[src/verilog/cwt_pkg.sv]
// shared constants and types for the compare waveform block
package cwt_pkg;
   localparam int unsigned NUM_CH   = 8;
   localparam int unsigned COUNT_W  = 16;
   localparam int unsigned ADDR_W   = 8;

   // register byte offsets and the bank mask
   localparam logic [7:0] BASE_CTL_OFS   = 8'h00;
   localparam logic [7:0] RELOAD_OFS     = 8'h04;
   localparam logic [7:0] ENABLE_OFS     = 8'h08;
   localparam logic [7:0] FUNC_SEL_OFS   = 8'h0C;
   localparam logic [7:0] FLAGS_OFS      = 8'h10;
   localparam logic [7:0] COUNT_OFS      = 8'h14;
   localparam logic [7:0] PIN_STATE_OFS  = 8'h18;
   localparam logic [7:0] OUT_CTL_BASE   = 8'h20;
   localparam logic [7:0] CMP_BASE       = 8'h40;
   localparam logic [7:0] BANK_MASK      = 8'hE0;

   // base control fields
   localparam int unsigned CLR_CH0_BIT    = 0;
   localparam int unsigned CLR_ALT_BIT    = 1;
   localparam int unsigned CLR_RELOAD_BIT = 2;
   localparam int unsigned RUN_BIT        = 3;
   localparam logic [2:0]  CLR_SEL_CH0    = 3'h1;
   localparam logic [2:0]  CLR_SEL_RELOAD = 3'h4;

   // channel output control fields
   localparam int unsigned MODE_LSB       = 0;
   localparam int unsigned INIT_LEVEL_BIT = 2;
   localparam int unsigned POLARITY_BIT   = 3;

   // reset values and the count step
   localparam logic [3:0]  BASE_CTL_RST = 4'h0;
   localparam logic [15:0] RELOAD_RST   = 16'h0000;
   localparam logic [15:0] CMP_RST      = 16'h0000;
   localparam logic [3:0]  OUT_CTL_RST  = 4'h0;
   localparam logic [7:0]  BANK_RST     = 8'h00;
   localparam logic [15:0] COUNT_RST    = 16'h0000;
   localparam logic [15:0] COUNT_STEP   = 16'h0001;

   typedef enum logic [1:0] {
      CWT_MODE_SINGLE = 2'h0,
      CWT_MODE_SR     = 2'h1,
      CWT_MODE_PHASE  = 2'h2,
      CWT_MODE_RSVD   = 2'h3
   } cwt_mode_t;
endpackage : cwt_pkg

[src/verilog/cwt_chan_if.sv]
// per-channel bundle between the timer core and one waveform channel
`timescale 1ns/1ps
interface cwt_chan_if;
   logic [15:0]        count;
   logic               tick;
   logic [15:0]        cmpValue;
   cwt_pkg::cwt_mode_t mode;
   logic               initLevel;
   logic               polarity;
   logic               enable;
   logic               pairEnable;
   logic               funcSel;
   logic               blockSr;
   logic               partnerMatch;
   logic               match;
   logic               pin;
   logic               pinEn;

   modport core (output count, tick, cmpValue, mode, initLevel, polarity, enable,
                 pairEnable, funcSel, blockSr, partnerMatch,
                 input match, pin, pinEn);
   modport chan (input count, tick, cmpValue, mode, initLevel, polarity, enable,
                 pairEnable, funcSel, blockSr, partnerMatch,
                 output match, pin, pinEn);
endinterface : cwt_chan_if

[src/verilog/cwt_channel.sv]
// one compare channel: match detect and waveform state
`timescale 1ns/1ps
module cwt_channel #(
   parameter bit IS_EVEN = 1'b1
) (
   input wire logic sys_clk,
   input wire logic reset,
   input wire logic clkEn,
   cwt_chan_if.chan ch
);
   typedef struct packed {
      logic wave;
      logic pin;
      logic pinEn;
   } cwt_chan_state_t;

   cwt_chan_state_t stateQ;
   cwt_chan_state_t stateD;
   logic            active;
   logic            srOk;

   // one pulse per counted value, never per clock
   assign ch.match = ch.tick && ch.enable && !ch.funcSel
                     && (ch.count == ch.cmpValue);
   assign ch.pin   = stateQ.pin;
   assign ch.pinEn = stateQ.pinEn;

   always_comb begin
      stateD = stateQ;
      active = ch.enable && !ch.funcSel;
      // pair runs only with both enables; pair 0/1 blocked when ch0 clears the timer
      srOk   = IS_EVEN && (ch.mode == cwt_pkg::CWT_MODE_SR) && active
               && ch.pairEnable && !ch.blockSr;
      if (!active) begin
         stateD.wave = ch.initLevel;
      end else begin
         case (ch.mode)
            cwt_pkg::CWT_MODE_PHASE: begin
               if (ch.match) begin
                  stateD.wave = !stateQ.wave;
               end
            end
            cwt_pkg::CWT_MODE_SR: begin
               if (!srOk) begin
                  stateD.wave = ch.initLevel;
               end else if (ch.match) begin
                  stateD.wave = !ch.initLevel;
               end else if (ch.partnerMatch) begin
                  stateD.wave = ch.initLevel;
               end
            end
            default: begin
               stateD.wave = stateQ.wave;
            end
         endcase
      end
      // odd pin of a pair stays free; single-phase is not built here
      stateD.pinEn = active && ((ch.mode == cwt_pkg::CWT_MODE_PHASE) || srOk);
      stateD.pin   = stateD.wave ^ ch.polarity;
   end

   always_ff @(posedge sys_clk) begin
      if (reset) begin
         stateQ <= '0;
      end else if (clkEn) begin
         stateQ <= stateD;
      end
   end
endmodule : cwt_channel

[src/verilog/cwt_timer_top.sv]
// base timer, register port and eight compare waveform channels
`timescale 1ns/1ps
// What this block does
// - phase-delayed mode flips a channel pin on every compare match.
// - free-running phase-delayed halves each last 65536 timer counts.
// - with clearing, phase-delayed halves last n+2 counts each.
// - channel-0 clear bit alone clears the timer on channel 0 match.
// - reload-clear bit alone clears the timer on reload value match.
// - enable bit written 1 starts channel output, 0 stops it.
// - phase-delayed match sets that channel's match flag.
// - per-channel initial level sets the starting waveform level.
// - per-channel polarity option complements the waveform at the pin.
// - set/reset: even match drives the inverse of the initial level, next odd match drives the initial level.
// - set/reset free-running: period 65536, active width n minus m.
// - set/reset with clearing: period p+2, active width n minus m.
// - set/reset runs only with both pair enables set.
// - set/reset flags: even match sets even flag, odd sets odd flag.
// - channel-0 clearing disables set/reset on the channel 0/1 pair.
// - set/reset waveform only on even pin; odd pin left free.
module cwt_timer_top #(
   parameter int unsigned NUM_CH  = cwt_pkg::NUM_CH,
   parameter int unsigned COUNT_W = cwt_pkg::COUNT_W
) (
   input  wire logic              sys_clk,
   input  wire logic              reset,
   input  wire logic              clkEn,
   input  wire logic              baseTimerTick,
   input  wire logic [7:0]        regAddr,
   input  wire logic [31:0]       regWrData,
   input  wire logic              regWrEn,
   input  wire logic              regRdEn,
   output logic      [31:0]       regRdData,
   output logic      [NUM_CH-1:0] compareOutputPin,
   output logic      [NUM_CH-1:0] compareOutputEn
);
   typedef struct packed {
      logic [COUNT_W-1:0]             count;
      logic [3:0]                     baseCtl;
      logic [COUNT_W-1:0]             reload;
      logic [NUM_CH-1:0]              enable;
      logic [NUM_CH-1:0]              funcSel;
      logic [NUM_CH-1:0]              flags;
      logic [NUM_CH-1:0][3:0]         outCtl;
      logic [NUM_CH-1:0][COUNT_W-1:0] cmp;
      logic [31:0]                    rdData;
   } cwt_top_state_t;

   cwt_top_state_t     stateQ;
   cwt_top_state_t     stateD;
   logic [NUM_CH-1:0]  match;
   logic [NUM_CH-1:0]  pinVal;
   logic [NUM_CH-1:0]  pinEnVal;
   logic [2:0]         clrSel;
   logic               clrOnCh0;
   logic               clrOnReload;
   logic [COUNT_W-1:0] clrTop;
   logic [NUM_CH-1:0]  flagClr;
   logic [2:0]         chIdx;
   logic [7:0]         bank;

   cwt_chan_if chIf [NUM_CH] ();

   // clear source decode: only the exact ch0 and reload single-bit patterns clear
   assign clrSel      = {stateQ.baseCtl[cwt_pkg::CLR_RELOAD_BIT],
                         stateQ.baseCtl[cwt_pkg::CLR_ALT_BIT],
                         stateQ.baseCtl[cwt_pkg::CLR_CH0_BIT]};
   assign clrOnCh0    = (clrSel == cwt_pkg::CLR_SEL_CH0);
   assign clrOnReload = (clrSel == cwt_pkg::CLR_SEL_RELOAD);
   assign clrTop      = clrOnCh0 ? stateQ.cmp[0] : stateQ.reload;

   genvar gi;
   generate
      for (gi = 0; gi < NUM_CH; gi++) begin : g_ch
         assign chIf[gi].count      = stateQ.count;
         assign chIf[gi].tick       = baseTimerTick && stateQ.baseCtl[cwt_pkg::RUN_BIT];
         assign chIf[gi].cmpValue   = stateQ.cmp[gi];
         assign chIf[gi].mode       = cwt_pkg::cwt_mode_t'(stateQ.outCtl[gi][1:0]);
         assign chIf[gi].initLevel  = stateQ.outCtl[gi][cwt_pkg::INIT_LEVEL_BIT];
         assign chIf[gi].polarity   = stateQ.outCtl[gi][cwt_pkg::POLARITY_BIT];
         assign chIf[gi].enable     = stateQ.enable[gi];
         assign chIf[gi].funcSel    = stateQ.funcSel[gi];
         assign chIf[gi].blockSr    = (gi == 0) && clrOnCh0;
         if ((gi % 2) == 0) begin : g_even
            assign chIf[gi].pairEnable   = stateQ.enable[gi+1];
            assign chIf[gi].partnerMatch = chIf[gi+1].match;
         end else begin : g_odd
            assign chIf[gi].pairEnable   = 1'b0;
            assign chIf[gi].partnerMatch = 1'b0;
         end
         assign match[gi]    = chIf[gi].match;
         assign pinVal[gi]   = chIf[gi].pin;
         assign pinEnVal[gi] = chIf[gi].pinEn;

         cwt_channel #(
            .IS_EVEN ((gi % 2) == 0)
         ) u_chan (
            .sys_clk (sys_clk),
            .reset   (reset),
            .clkEn   (clkEn),
            .ch      (chIf[gi])
         );
      end
   endgenerate

   assign compareOutputPin = pinVal;
   assign compareOutputEn  = pinEnVal;
   assign regRdData        = stateQ.rdData;

   always_comb begin
      stateD  = stateQ;
      chIdx   = regAddr[4:2];
      bank    = regAddr & cwt_pkg::BANK_MASK;
      flagClr = '0;
      stateD.rdData = '0;

      // base timer; clearing lands one count past the top, so the
      // period is top+2 counts
      if (baseTimerTick && stateQ.baseCtl[cwt_pkg::RUN_BIT]) begin
         if ((clrOnCh0 || clrOnReload)
             && (stateQ.count == COUNT_W'(clrTop + cwt_pkg::COUNT_STEP))) begin
            stateD.count = cwt_pkg::COUNT_RST;
         end else begin
            stateD.count = COUNT_W'(stateQ.count + cwt_pkg::COUNT_STEP);
         end
      end

      if (regWrEn) begin
         // word-aligned slots only; index spans all eight channels
         if (bank == cwt_pkg::OUT_CTL_BASE) begin
            if (regAddr[1:0] == 2'h0) begin
               stateD.outCtl[chIdx] = regWrData[3:0];
            end
         end else if (bank == cwt_pkg::CMP_BASE) begin
            if (regAddr[1:0] == 2'h0) begin
               stateD.cmp[chIdx] = regWrData[COUNT_W-1:0];
            end
         end else begin
            case (regAddr)
               cwt_pkg::BASE_CTL_OFS: stateD.baseCtl = regWrData[3:0];
               cwt_pkg::RELOAD_OFS:   stateD.reload  = regWrData[COUNT_W-1:0];
               cwt_pkg::ENABLE_OFS:   stateD.enable  = regWrData[NUM_CH-1:0];
               cwt_pkg::FUNC_SEL_OFS: stateD.funcSel = regWrData[NUM_CH-1:0];
               cwt_pkg::FLAGS_OFS:    flagClr        = regWrData[NUM_CH-1:0];
               default: begin
                  stateD.rdData = '0;
               end
            endcase
         end
      end

      // a match in the clearing cycle wins over the clear
      stateD.flags = (stateQ.flags & ~flagClr) | match;

      if (regRdEn) begin
         if ((bank == cwt_pkg::OUT_CTL_BASE) && (regAddr[1:0] == 2'h0)) begin
            stateD.rdData = {28'h0000000, stateQ.outCtl[chIdx]};
         end else if ((bank == cwt_pkg::CMP_BASE) && (regAddr[1:0] == 2'h0)) begin
            stateD.rdData = {16'h0000, stateQ.cmp[chIdx]};
         end else begin
            case (regAddr)
               cwt_pkg::BASE_CTL_OFS:  stateD.rdData = {28'h0000000, stateQ.baseCtl};
               cwt_pkg::RELOAD_OFS:    stateD.rdData = {16'h0000, stateQ.reload};
               cwt_pkg::ENABLE_OFS:    stateD.rdData = {24'h000000, stateQ.enable};
               cwt_pkg::FUNC_SEL_OFS:  stateD.rdData = {24'h000000, stateQ.funcSel};
               cwt_pkg::FLAGS_OFS:     stateD.rdData = {24'h000000, stateQ.flags};
               cwt_pkg::COUNT_OFS:     stateD.rdData = {16'h0000, stateQ.count};
               cwt_pkg::PIN_STATE_OFS: stateD.rdData = {16'h0000, pinEnVal, pinVal};
               default: begin
                  stateD.rdData = '0;
               end
            endcase
         end
      end
   end

   always_ff @(posedge sys_clk) begin
      if (reset) begin
         stateQ.count   <= cwt_pkg::COUNT_RST;
         stateQ.baseCtl <= cwt_pkg::BASE_CTL_RST;
         stateQ.reload  <= cwt_pkg::RELOAD_RST;
         stateQ.enable  <= cwt_pkg::BANK_RST;
         stateQ.funcSel <= cwt_pkg::BANK_RST;
         stateQ.flags   <= cwt_pkg::BANK_RST;
         stateQ.outCtl  <= '0;
         stateQ.cmp     <= '0;
         stateQ.rdData  <= '0;
      end else if (clkEn) begin
         stateQ <= stateD;
      end
   end
endmodule : cwt_timer_top
[config.mk]
export PLATFORM = sky130hd
export DESIGN_NAME = cwt_timer_top
export DESIGN_NICKNAME = d
export VERILOG_FILES = /design/src/verilog/cwt_pkg.sv /design/src/verilog/cwt_chan_if.sv /design/src/verilog/cwt_channel.sv /design/src/verilog/cwt_timer_top.sv
export SDC_FILE = /design/constraint.sdc
export NUM_CORES = 1
export LEC_CHECK = 0
export ABC_AREA = 1
export BUFFER_PORTS_ARGS = -buffer_cell sky130_fd_sc_hd__buf_2
export CORE_UTILIZATION = 40
export DETAILED_ROUTE_END_ITERATION = 16
export PLACE_DENSITY = 0.59
export SLEW_MARGIN = 0
export SYNTH_ARGS = -nofsm -noshare
export SYNTH_HDL_FRONTEND = slang
export SYNTH_SLANG_ARGS = --single-unit
[constraint.sdc]
create_clock -name sys_clk -period 4.24 [get_ports sys_clk]
set_clock_uncertainty 0.1 [all_clocks]
set_input_delay 0.212 -clock sys_clk [delete_from_list [all_inputs] [get_ports sys_clk]]
set_output_delay 0.212 -clock sys_clk [all_outputs]
set_load 0.02 [all_outputs]
Word-level counts from Yosys, hierarchy flattened

Index checks and enable logic that the tools add are counted.

Mux-type cells: 57
$add $sub $neg: 2
Bitwise operators: 13
Eq/ne operators: 35
Order comparisons: 2
Reduce and logical (&&, ||, !) cells: 89

Operator list:

| kind                  | count |
|---|---|
| $eq 16x16->1          | 9 |
| $bwmux 128            | 1 |
| $pmux 16 s7           | 1 |
| $mux 16               | 6 |
| $mux 32               | 2 |
| $logic_and 1x1->1     | 54 |
| $bmux 16 s3           | 1 |
| $demux 16 s3          | 1 |
| $add 16x1->16 const B | 2 |
| $bwmux 32             | 1 |
| $mux 8                | 4 |
| $mux 1                | 28 |
| $reduce_and 5->1      | 5 |
| $eq 8x5->1 const B    | 3 |
| $logic_not 1->1       | 21 |
| $eq 2x1->1 const B    | 8 |
| $eq 2x2->1 const B    | 8 |
| $eq 8x4->1 const B    | 2 |
| $pmux 1 s2            | 8 |
| $bmux 4 s3            | 1 |
| $demux 4 s3           | 1 |
| $and 8x8->8           | 1 |
| $eq 8x3->1 const B    | 1 |
| $logic_not 8->1       | 1 |
| other kinds (14)      | 28 |

Input bits: 46
Word-level logic and storage cells: 245
Bits in registers: 276

Logic depth before layout (Yosys ltp)

Gate-level depths: netlist (run 1).

Depth after elaboration: 10
Gate-level depth with buffers: 21
Gate-level depth less buffers: 19

Cells and area by module

From an unflattened synthesis (run 1), not the netlist that was laid out.

Cell total of the unflattened synthesis: 2722
Area total of the unflattened synthesis: 16829.9 um2

Modules (own cells, without submodules):

| module                            | area each (um2) | instances | cells each |
|---|---|---|---|
| cwt_timer_top                     | 11514.8         | 1         | 1634 |
| cwt_channel at g_ch[0].u_chan ... | 699.4           | 4         | 145 |
| cwt_channel at g_ch[1].u_chan ... | 629.4           | 4         | 127 |

Least setup slack after synthesis (run 1)

OpenSTA, ideal clock, no wires.

Kind: register to register
From: register stateQ, in the netlist clrSel[0]
To: register chIf[0].count[15] (netlist name)
Required time: 4023 ps
Library setup time: 117 ps
Data arrival time: 2445 ps
Setup slack: 1578 ps
Buffers on the path: 2
Stages on the path, launching flop included: 21
Cells stage by stage: dfxtp_1 -> nand3_2 -> buf_6 -> nand2_1 -> o21ai_4 -> ha_1 -> a21oi_1 -> o21ai_0 -> nor2_1 -> nand2_1 -> nor2_1 -> nand2_1 -> nor2_1 -> nand4_1 -> nor2_1 -> nand3_1 -> nor2_2 -> nand2_2 -> nand2_4 -> buf_12 -> nor2_2

Longest elaborated chain between the ends: 6

RTL lines:

| element                | line                 | text |
|---|---|---|
| from (decl)            | cwt_timer_top.sv:48  | `cwt_top_state_t stateQ;` |
| from (signal assigned) | cwt_timer_top.sv:188 | `stateQ <= stateD;` |
| $eq 3x1->1             | cwt_timer_top.sv:67  | `assign clrOnCh0 = (clrSel == cwt_pkg::CLR_SEL_CH0);` |
| $mux 16                | cwt_timer_top.sv:69  | `assign clrTop = clrOnCh0 ? stateQ.cmp[0] : stateQ.reload;` |
| $add 16x1->16          | cwt_timer_top.sv:120 | `&& (stateQ.count == COUNT_W'(clrTop + cwt_pkg::COUNT_STEP))) begin` |
| $eq 16x16->1           | cwt_timer_top.sv:120 |  |
| $logic_and 1x1->1 *    | cwt_timer_top.sv:120 |  |
| $mux 16 *              | cwt_timer_top.sv:119 | `if ((clrOnCh0 \|\| clrOnReload)` |

Every way passes the cells marked *; elsewhere a longest branch is shown, timed or not.
A chain may end at the register's enable or synchronous reset.

Worst setup path after layout (run 1)

From: register stateQ, in the netlist clrSel[2]
To: register chIf[0].count[14] (netlist name)

Longest elaborated chain between the ends: 6

RTL lines:

| element             | line |
|---|---|
| $eq 3x1->1          | cwt_timer_top.sv:67 |
| $mux 16             | cwt_timer_top.sv:69 |
| $add 16x1->16       | cwt_timer_top.sv:120 |
| $eq 16x16->1        | cwt_timer_top.sv:120 |
| $logic_and 1x1->1 * | cwt_timer_top.sv:120 |
| $mux 16 *           | cwt_timer_top.sv:119 |

Marks and branches as above.

==> results_dict.tcl, run 1 <==
set metrics [dict create \
    grt_pass1_wl_um 86100 \
    antenna_found_initial 0 \
    final_max_slew_viol_count 0 \
    initial_core_util_pct 41.0 \
    worst-setup-path-type "flop to flop" \
    cp.arrival_ns 3.66 \
    cell_internal_pwr_mw 4.08 \
    max_cap_viol_count 0 \
    seqPwrFrac_pct 45.0 \
    syn_area_um2 15100 \
    synthDistinctLibCells 46 \
    grt_max_degree 96 \
    io_pins 94 \
    min_path_type "input port to flop" \
    post_cts_buffers 0 \
    power.total_mw 5.48 \
    wl_per_cell_um 20.5 \
    final-setup-viol-count 0 \
    numCtsBuffers 30 \
    synth_cells 2272 \
    p_switching_mw 1.40 \
    grt_pass1_vias 14100 \
    min_period_ns 3.30 \
    avgSynthCellArea_um2 6.66 \
    cts_tree "done" \
    irDropWorstVdd_mv 0.298 \
    multiInputGateArea_um2 8080 \
    setup_tns_ns 0 \
    area_growth_syn_to_layout_pct 10.2 \
    io_buffer_count 61 \
    insertedDiodeCount 0 \
    grt_overflow_total 0 \
    postRouteAntennaNets 0 \
    power.leakage_nw 6.34 \
    die_x_um 196 \
    async_reset_ff_share_pct 0 \
    required_ns 4.60 \
    die_y_um 196 \
    clock_sinks 260 \
    gp_congestion 0.966 \
    ys_seq_area_share_pct 34.4 \
    wl_um 57200 \
    drc_errors 0 \
    die-area_um2 38600 \
    cts_resized 0 \
    core_um2 36900 \
    ff_latch_area_um2 5200 \
    drive_gt1_share_pct 8.54 \
    fmax_mhz 303 \
    path_clk_slew_ns 0.06 \
    status "completed" \
    post-route-util_pct 45.2 \
    path_max_fanout 13 \
    layout_commonest_cell "nand2_1" \
    synth-edff-count 0 \
    drt_iter0_drc 1707 \
    grtUsageTotal_pct 29.4 \
    synth-seq-cells 260 \
    h-tree-depth 1 \
    insertion_delay_ns 0.59 \
    end_kind "flop" \
    period_share_pct 77.8 \
    hold_violations 0 \
    swShare_pct 25.5 \
    nets 2324 \
    pwr-share-comb_pct 7.2 \
    whs_ns 0.0305 \
    critPathLaunchType "flop" \
    tightest_slew_ns 1.15 \
    yosysWarnings 0 \
    vias_per_cell 5.53 \
    slew_headroom_pct 23.2 \
    dp_hpwl_um 41900 \
    power_frac_clock_pct 47.8 \
    final_cell_mix "479 x nand2_1, 264 x a21oi_1, 260 x dfxtp_1" \
    clockBufferDepth 3 \
    rows 70 \
    power.density_nw_per_um2 329 \
    hold_buffers 13 \
    vias 15400 \
    clockRootBuffer "clkbuf_16" \
    rsz0062_at_grt "no" \
    ys.flop_type "dfxtp_1" \
    nFillCells 3872 \
    drtPass1Iterations 6 \
]
path summary, 6_finish.rpt:
check           startpoint                end  slack (ns)  cells past startpoint
min reg2reg  regRdData[11]      regRdData[11]        0.36                      2
max              clrSel[2]  chIf[0].count[14]        0.94                     17
max reg2reg      clrSel[2]  chIf[0].count[14]        0.94                     17
min                regRdEn       regRdData[2]        0.03                      5
cells in the mapped netlist, types with 3 or more instances:
cell type	count	area [um^2]
nor2_1	147	552
o22ai_1	39	244
a211oi_1	24	180
clkinv_1	8	30.0
a21oi_1	264	1320
nor2_2	15	93.8
buf_6	4	45.0
o211ai_1	28	210
nor3_1	28	140
nand2_2	8	50.1
buf_1	10	37.5
o311ai_0	4	35.0
o21ai_1	5	25.0
dfxtp_1	260	5200
buf_2	7	35.0
nand2_1	479	1800
o21ai_0	188	941
a31oi_1	4	25.0
nor2_4	3	33.8
nand3_1	124	621
xnor2_1	39	342
nand4_1	59	369
buf_4	48	360
clkbuf_1	106	398
ha_1	18	225
o2111ai_1	25	219
a221oi_1	10	87.6
xor2_1	35	307
inv_1	259	972
per-stage QoR:
stage	worst slack, ns	instance area (um^2)	instances
after floorplan	1.58	15200	2287
after global placement	0.974	15600	2719
after detailed placement	0.947	15600	2719
after CTS	0.931	16700	2787
after global routing	0.578	16700	2787
final	0.939	16700	2787
kinds of logic (layout without fill, tap and decap cells):
| logic type | Yosys count | in the layout | share of synthesized area, % |
|---|---|---|---|
| AND/OR/NAND/NOR | 873 | 873 | 24.8 |
| XOR/XNOR | 74 | 74 | 4.28 |
| buffers and inverters | 445 | 441 | 12.6 |
| flip-flops | 260 | 260 | 34.4 |
| other | 1 | 16 | 0.0248 |
| AO/OA/AOI/OAI | 601 | 601 | 22.4 |
| adder cells (fa/ha/maj) | 18 | 18 | 1.49 |
power groups by stage:
stage / clock network, mW / registers, mW / logic [mW]
floorplan: 0 / 2.52 / 0.246
detailed placement: 0 / 2.52 / 0.373
global route: 2.75 / 2.47 / 0.419
finish: 2.62 / 2.47 / 0.393
global placement: 0 / 2.52 / 0.371
CTS: 2.66 / 2.47 / 0.383
layer usage:
metal	global-route usage (%)	wire [um]	vias up
met5	0	0	-
met4	11.1	2370	0
met3	4.30	5050	126
met2	45.3	24500	713
met1	41.2	25300	7085
li1	-	-	7485
critical path, cell delays in order, from the launching register on:
cell	delay, ns
dfxtp_1	0.35
inv_1	0.31
nand3_2	0.31
o21ai_4	0.33
ha_1	0.33
inv_1	0.13
nor3_4	0.26
nand2_1	0.08
nand2_1	0.07
nand2_1	0.05
nand2_1	0.05
nand2_1	0.06
nor2_1	0.08
nand3_1	0.14
nor2_2	0.17
nand2_2	0.08
nand2_4	0.19
nor2_1	0.07
cell type report:
type                    instances  share of cell area [%]
multi-input cells            1582                    48.4
flip-flops and latches        260                    31.2
inverters                     269                    6.06
clock buffers                  47                    5.48
repair buffers                117                    4.56
well taps                     504                    3.78
clock inverters                 8                   0.458
state kept, by name, indices dropped and copies added, names as in the netlist:
name and flops:
chIf.count 16, chIf.pairEnable 4, chIf.initLevel 8, g_ch.u_chan.ch.pinEn 8, chIf.polarity 8, chIf.cmpValue 128, stateQ 25, chIf.funcSel 8
regRdData 16, g_ch.u_chan.stateQ 8, g_ch.u_chan.ch.pin 8, clrSel 3, chIf.mode 16, chIf.enable 4
Power figures use the tool's default switching activity.
==> inputs of run 2 (changes only) <==
==> constraint.sdc (replaced) <==
create_clock -name sys_clk -period 3.19 [get_ports sys_clk]
set_clock_uncertainty 0.1 [all_clocks]
set_input_delay 0.1595 -clock sys_clk [delete_from_list [all_inputs] [get_ports sys_clk]]
set_output_delay 0.1595 -clock sys_clk [all_outputs]
set_load 0.02 [all_outputs]
==> results_dict.tcl, run 2 (synthesis gave the netlist of run 1 again) <==
set metrics [dict create \
    status "completed" \
    fmax_mhz 350 \
    post_cts_buffers 0 \
    area_growth_syn_to_layout_pct 13.1 \
    path_max_fanout 13 \
    postRouteAntennaNets 0 \
    wl_per_cell_um 20.5 \
    worst-setup-path-type "flop to flop" \
    max_cap_viol_count 0 \
    drt_iter0_drc 1660 \
    power.leakage_nw 6.57 \
    p_switching_mw 1.90 \
    grt_overflow_total 0 \
    grt_max_degree 55 \
    power_frac_clock_pct 48.7 \
    clock_sinks 260 \
    cell_internal_pwr_mw 5.54 \
    h-tree-depth 1 \
    path_clk_slew_ns 0.06 \
    critPathLaunchType "flop" \
    vias 15800 \
    die_x_um 196 \
    clockBufferDepth 3 \
    final_cell_count_no_fill 2832 \
    end_kind "flop" \
    post-route-util_pct 46.4 \
    gp_congestion 0.986 \
    dp_hpwl_um 43000 \
    drtPass1Iterations 6 \
    tightest_slew_ns 0.910 \
    cp.arrival_ns 3.23 \
    period_share_pct 89.5 \
    pwr-share-comb_pct 7.3 \
    nFillCells 3828 \
    drc_errors 0 \
    rows 70 \
    min_period_ns 2.85 \
    grtUsageTotal_pct 29.7 \
    place_ws_ns 0.249 \
    swShare_pct 25.5 \
    final_max_slew_viol_count 0 \
    wl_um 57900 \
    layout_commonest_cell "nand2_1" \
    setup_tns_ns 0 \
    die-area_um2 38600 \
    power.total_mw 7.45 \
    placed_cell_area_um2 15900 \
    grt_pass1_wl_um 87600 \
    nets 2367 \
    slew_headroom_pct 39.2 \
    final-setup-viol-count 0 \
    io_buffer_count 61 \
    hold_violations 0 \
    final_cell_mix "479 x nand2_1, 264 x a21oi_1, 260 x dfxtp_1" \
    insertion_delay_ns 0.59 \
    core_um2 36900 \
    die_y_um 196 \
    whs_ns 0.0456 \
    fin_ws_ns 0.336 \
    io_pins 94 \
    vias_per_cell 5.57 \
    largest_reg_flops 128 \
    rsz0062_at_grt "no" \
    seqPwrFrac_pct 44.0 \
    power.density_nw_per_um2 435 \
    drive_gt1_share_pct 10.1 \
    design_area_um2 17100 \
    initial_core_util_pct 41.0 \
    grt_pass1_vias 14500 \
    clockRootBuffer "clkbuf_16" \
    required_ns 3.56 \
    insertedDiodeCount 0 \
    dpl.cell_count 2758 \
    numCtsBuffers 31 \
    min_path_type "input port to flop" \
    antenna_found_initial 0 \
    irDropWorstVdd_mv 0.407 \
    cts_tree "done" \
]
[run 2: changes by cell type in the layout (fill, tap and decap cells not counted), sizes merged]
cell	delta
buf	+39
bufinv	+1
clkbuf	+2
clkinv	-4
clkinvlp	+3
dlygate4sd3	+3
inv	+1
[run 2: path summary, 6_finish.rpt]
| kind | startpoint | to | slack (ns) | cells past startpoint |
|---|---|---|---|---|
| setup / recovery | clrSel[2] | chIf[0].count[13] | 0.34 | 19 |
| hold / removal | regWrData[3] | chIf[3].polarity | 0.05 | 3 |
| setup reg to reg | clrSel[2] | chIf[0].count[13] | 0.34 | 19 |
| hold reg to reg | regRdData[7] | regRdData[7] | 0.36 | 2 |
[run 2: layer usage]
| metal | wire length, um | vias to the layer above | global-route usage (%) | share of wire (%) |
|---|---|---|---|---|
| met5 | 0 | - | 0 | 0 |
| met4 | 2300 | 0 | 11.3 | 4.0 |
| met3 | 5220 | 123 | 4.64 | 9.0 |
| met2 | 24700 | 749 | 45.3 | 43 |
| met1 | 25700 | 7332 | 42.0 | 44 |
| li1 | - | 7571 | - | - |
[run 2: cell type report]
type | count | area, um^2 | share of cell area, %
Timing Repair Buffer | 159 | 1140 | 6.67
Tap cell | 504 | 631 | 3.69
Clock buffer | 49 | 923 | 5.40
Clock inverter | 9 | 110 | 0.644
Inverter | 269 | 1010 | 5.91
Multi-Input combinational cell | 1582 | 8090 | 47.3
Sequential cell | 260 | 5200 | 30.4
[run 2: timing repair]
action                     4_1_cts  5_1_grt
hold buffers                    16        0
hold endpoints to repair       118        0
gates resized for setup          0        3
setup endpoints to repair        0       13
[run 2: power groups by stage]
stage | clock, mW | sequential (mW) | combinational, mW
after CTS | 3.67 | 3.28 | 0.526
final | 3.62 | 3.28 | 0.542
after detailed placement | 0 | 3.35 | 0.510
after global placement | 0 | 3.35 | 0.508
after floorplan | 0 | 3.34 | 0.327
after global routing | 3.80 | 3.28 | 0.577
[run 2: worst max-delay path, stage by stage (launching register included)]
cell and delay (ns):
dfxtp_1 0.35, inv_1 0.12, nand3_4 0.17, nand2_1 0.15, o21ai_4 0.07, ha_1 0.30
a21oi_1 0.14, o21ai_0 0.09, nor2_1 0.11, nand2_1 0.06, nor2_1 0.08, nand2_1 0.06
nor2_1 0.10, nand4_1 0.09, nor2_1 0.12, nand3_1 0.11, nor2_2 0.18, nand2_2 0.08
nand2_4 0.20, nor2_1 0.07
==> inputs of run 3 (changes only) <==
--- a/config.mk
+++ b/config.mk
@@ -9,6 +9,7 @@
 export BUFFER_PORTS_ARGS = -buffer_cell sky130_fd_sc_hd__buf_2
 export CORE_UTILIZATION = 40
 export DETAILED_ROUTE_END_ITERATION = 16
+export HOLD_SLACK_MARGIN = 0.12
 export PLACE_DENSITY = 0.59
 export SLEW_MARGIN = 0
 export SYNTH_ARGS = -nofsm -noshare
==> results_dict.tcl, run 3 (synthesis gave the netlist of run 1 again) <==
set metrics [dict create \
    die_x_um 196 \
    path_max_fanout 13 \
    final_max_slew_viol_count 0 \
    die-area_um2 38600 \
    numCtsBuffers 31 \
    antenna_found_initial 0 \
    min_period_ns 2.86 \
    critPathLaunchType "flop" \
    grt_pass1_wl_um 87700 \
    largest_reg_flops 128 \
    dp_hpwl_um 43000 \
    vias 15800 \
    grt_pass1_vias 14500 \
    grtUsageTotal_pct 29.8 \
    period_share_pct 89.7 \
    worst-path-stages 19 \
    grt_max_degree 55 \
    nets 2371 \
    path_clk_slew_ns 0.06 \
    initial_core_util_pct 41.0 \
    worst_path_largest_cell_delay_ns 0.38 \
    path_buf_inv 1 \
    clock_sinks 260 \
    insertedDiodeCount 0 \
    die_y_um 196 \
    required_ns 3.56 \
    irDropWorstVdd_mv 0.409 \
    crit_top_cell "nor2_1" \
    cp_slowest_cell "dfxtp_1" \
    setup_tns_ns 0 \
    wl_um 57900 \
    h-tree-depth 1 \
    ff2ff_setup_slack_ns 0.33 \
    critPathLaunch "clrSel[1]" \
    drt_iter0_drc 1692 \
    drc_errors 0 \
    fmax_mhz 350 \
    grt_overflow_total 0 \
    power.leakage_nw 6.59 \
    final-setup-viol-count 0 \
    status "completed" \
    cpLargestDelayFamily "simple AND/OR/NAND/NOR gates" \
    power.density_nw_per_um2 435 \
    min_path_type "input port to flop" \
    multiInputGateArea_um2 8090 \
    core_um2 36900 \
    r2r-start "clrSel[1]" \
    nFillCells 3824 \
    wl_per_cell_um 20.4 \
    insertion_delay_ns 0.59 \
    worst-setup-path-type "flop to flop" \
    rr_worst_depth 19 \
    end_kind "flop" \
    drive_gt1_share_pct 10.0 \
    ff_latch_area_um2 5200 \
    cp_cell_sequence "inv_2 > nand3_4 > nand2_1 > o21ai_4 > ha_1 > a21oi_1 > o21ai_0 > nor2_1 > nand2_1 > nor2_1 > nand2_1 > nor2_1 > nand4_1 > nor2_1 > nand3_1 > nor2_2 > nand2_2 > nand2_4 > nor2_1" \
    hp-start "regAddr[7]" \
    hold_violations 0 \
    r2r-end "chIf[0].count[14]" \
    rsz0062_at_grt "no" \
    max_cap_viol_count 0 \
    post_cts_buffers 0 \
    final_cell_mix "479 x nand2_1, 264 x a21oi_1, 260 x dfxtp_1" \
    io_buffer_count 61 \
    drtPass1Iterations 8 \
    clockRootBuffer "clkbuf_16" \
    tightest_slew_ns 0.889 \
    clockBufferDepth 3 \
    slew_headroom_pct 40.6 \
    endpoint "chIf[0].count[14]" \
    postRouteAntennaNets 0 \
    vias_per_cell 5.58 \
    gp_congestion 0.986 \
    cp.arrival_ns 3.23 \
    cts_tree "done" \
    layout_commonest_cell "nand2_1" \
    rows 70 \
    post-route-util_pct 46.5 \
    area_growth_syn_to_layout_pct 13.3 \
    whs_ns 0.137 \
    io_pins 94 \
]
## run 3: cell types whose count changed in the layout (fill, tap and decap cells not counted)
cell / change
dlygate4sd3_1: +4
## run 3: layout make-up
type	instances	area share [%]
Clock buffer	49	5.38
Sequential cell	260	30.4
Inverter	269	5.90
Tap cell	504	3.68
Multi-Input combinational cell	1582	47.2
Clock inverter	9	0.642
Timing Repair Buffer	163	6.89
## run 3: metal layers
metal  vias to the layer above  GRT usage, %  part of all wire (%)
met5                         -             0                     0
met4                         0          11.3                   3.9
met3                       118          4.62                   9.1
met2                       758          45.4                    43
met1                      7371          42.0                    44
li1                       7590             -                     -
## run 3: worst min-delay path by stage
| stage | to | slack [ns] | cells past startpoint |
|---|---|---|---|
| finish | chIf[3].cmpValue[0] | 0.14 | 7 |
| global route | chIf[3].cmpValue[0] | 0.17 | 6 |
| CTS | chIf[3].cmpValue[0] | 0.13 | 6 |
| detailed placement | regRdData[7] | 0.35 | 2 |
| global placement | regRdData[7] | 0.35 | 2 |
| floorplan | stateQ[224] | 0.20 | 2 |
## run 3: per-stage QoR
stage | cell area [um^2] | setup slack [ns] | power (mW) | cells
final | 17100 | 0.330 | 7.45 | 2836
after global routing | 17100 | 0.0550 | 7.66 | 2836
after CTS | 17100 | 0.245 | 7.48 | 2836
after detailed placement | 15900 | 0.249 | 3.86 | 2758
after global placement | 15900 | 0.292 | 3.86 | 2758
after floorplan | 15200 | 0.528 | 3.67 | 2287
## run 3: what timing repair did
action / 4_1_cts / 5_1_grt
endpoints found under the setup margin: 0 / 13
hold endpoints to repair: 226 / 0
resized for setup: 0 / 3
hold buffers: 20 / 0
## run 3: worst min-delay path, cell delays in order
cell and delay, ns:
buf_2 0.10, nor2_1 0.06, nand2_1 0.09, nor2_2 0.06, buf_12 0.17, nand3_1 0.09, a21oi_1 0.06
## run 3: where the power goes
part / switching [mW] / internal, mW
Clock: 1.49 / 2.14
Sequential: 0.0138 / 3.26
Combinational: 0.401 / 0.144
Total: 1.91 / 5.55
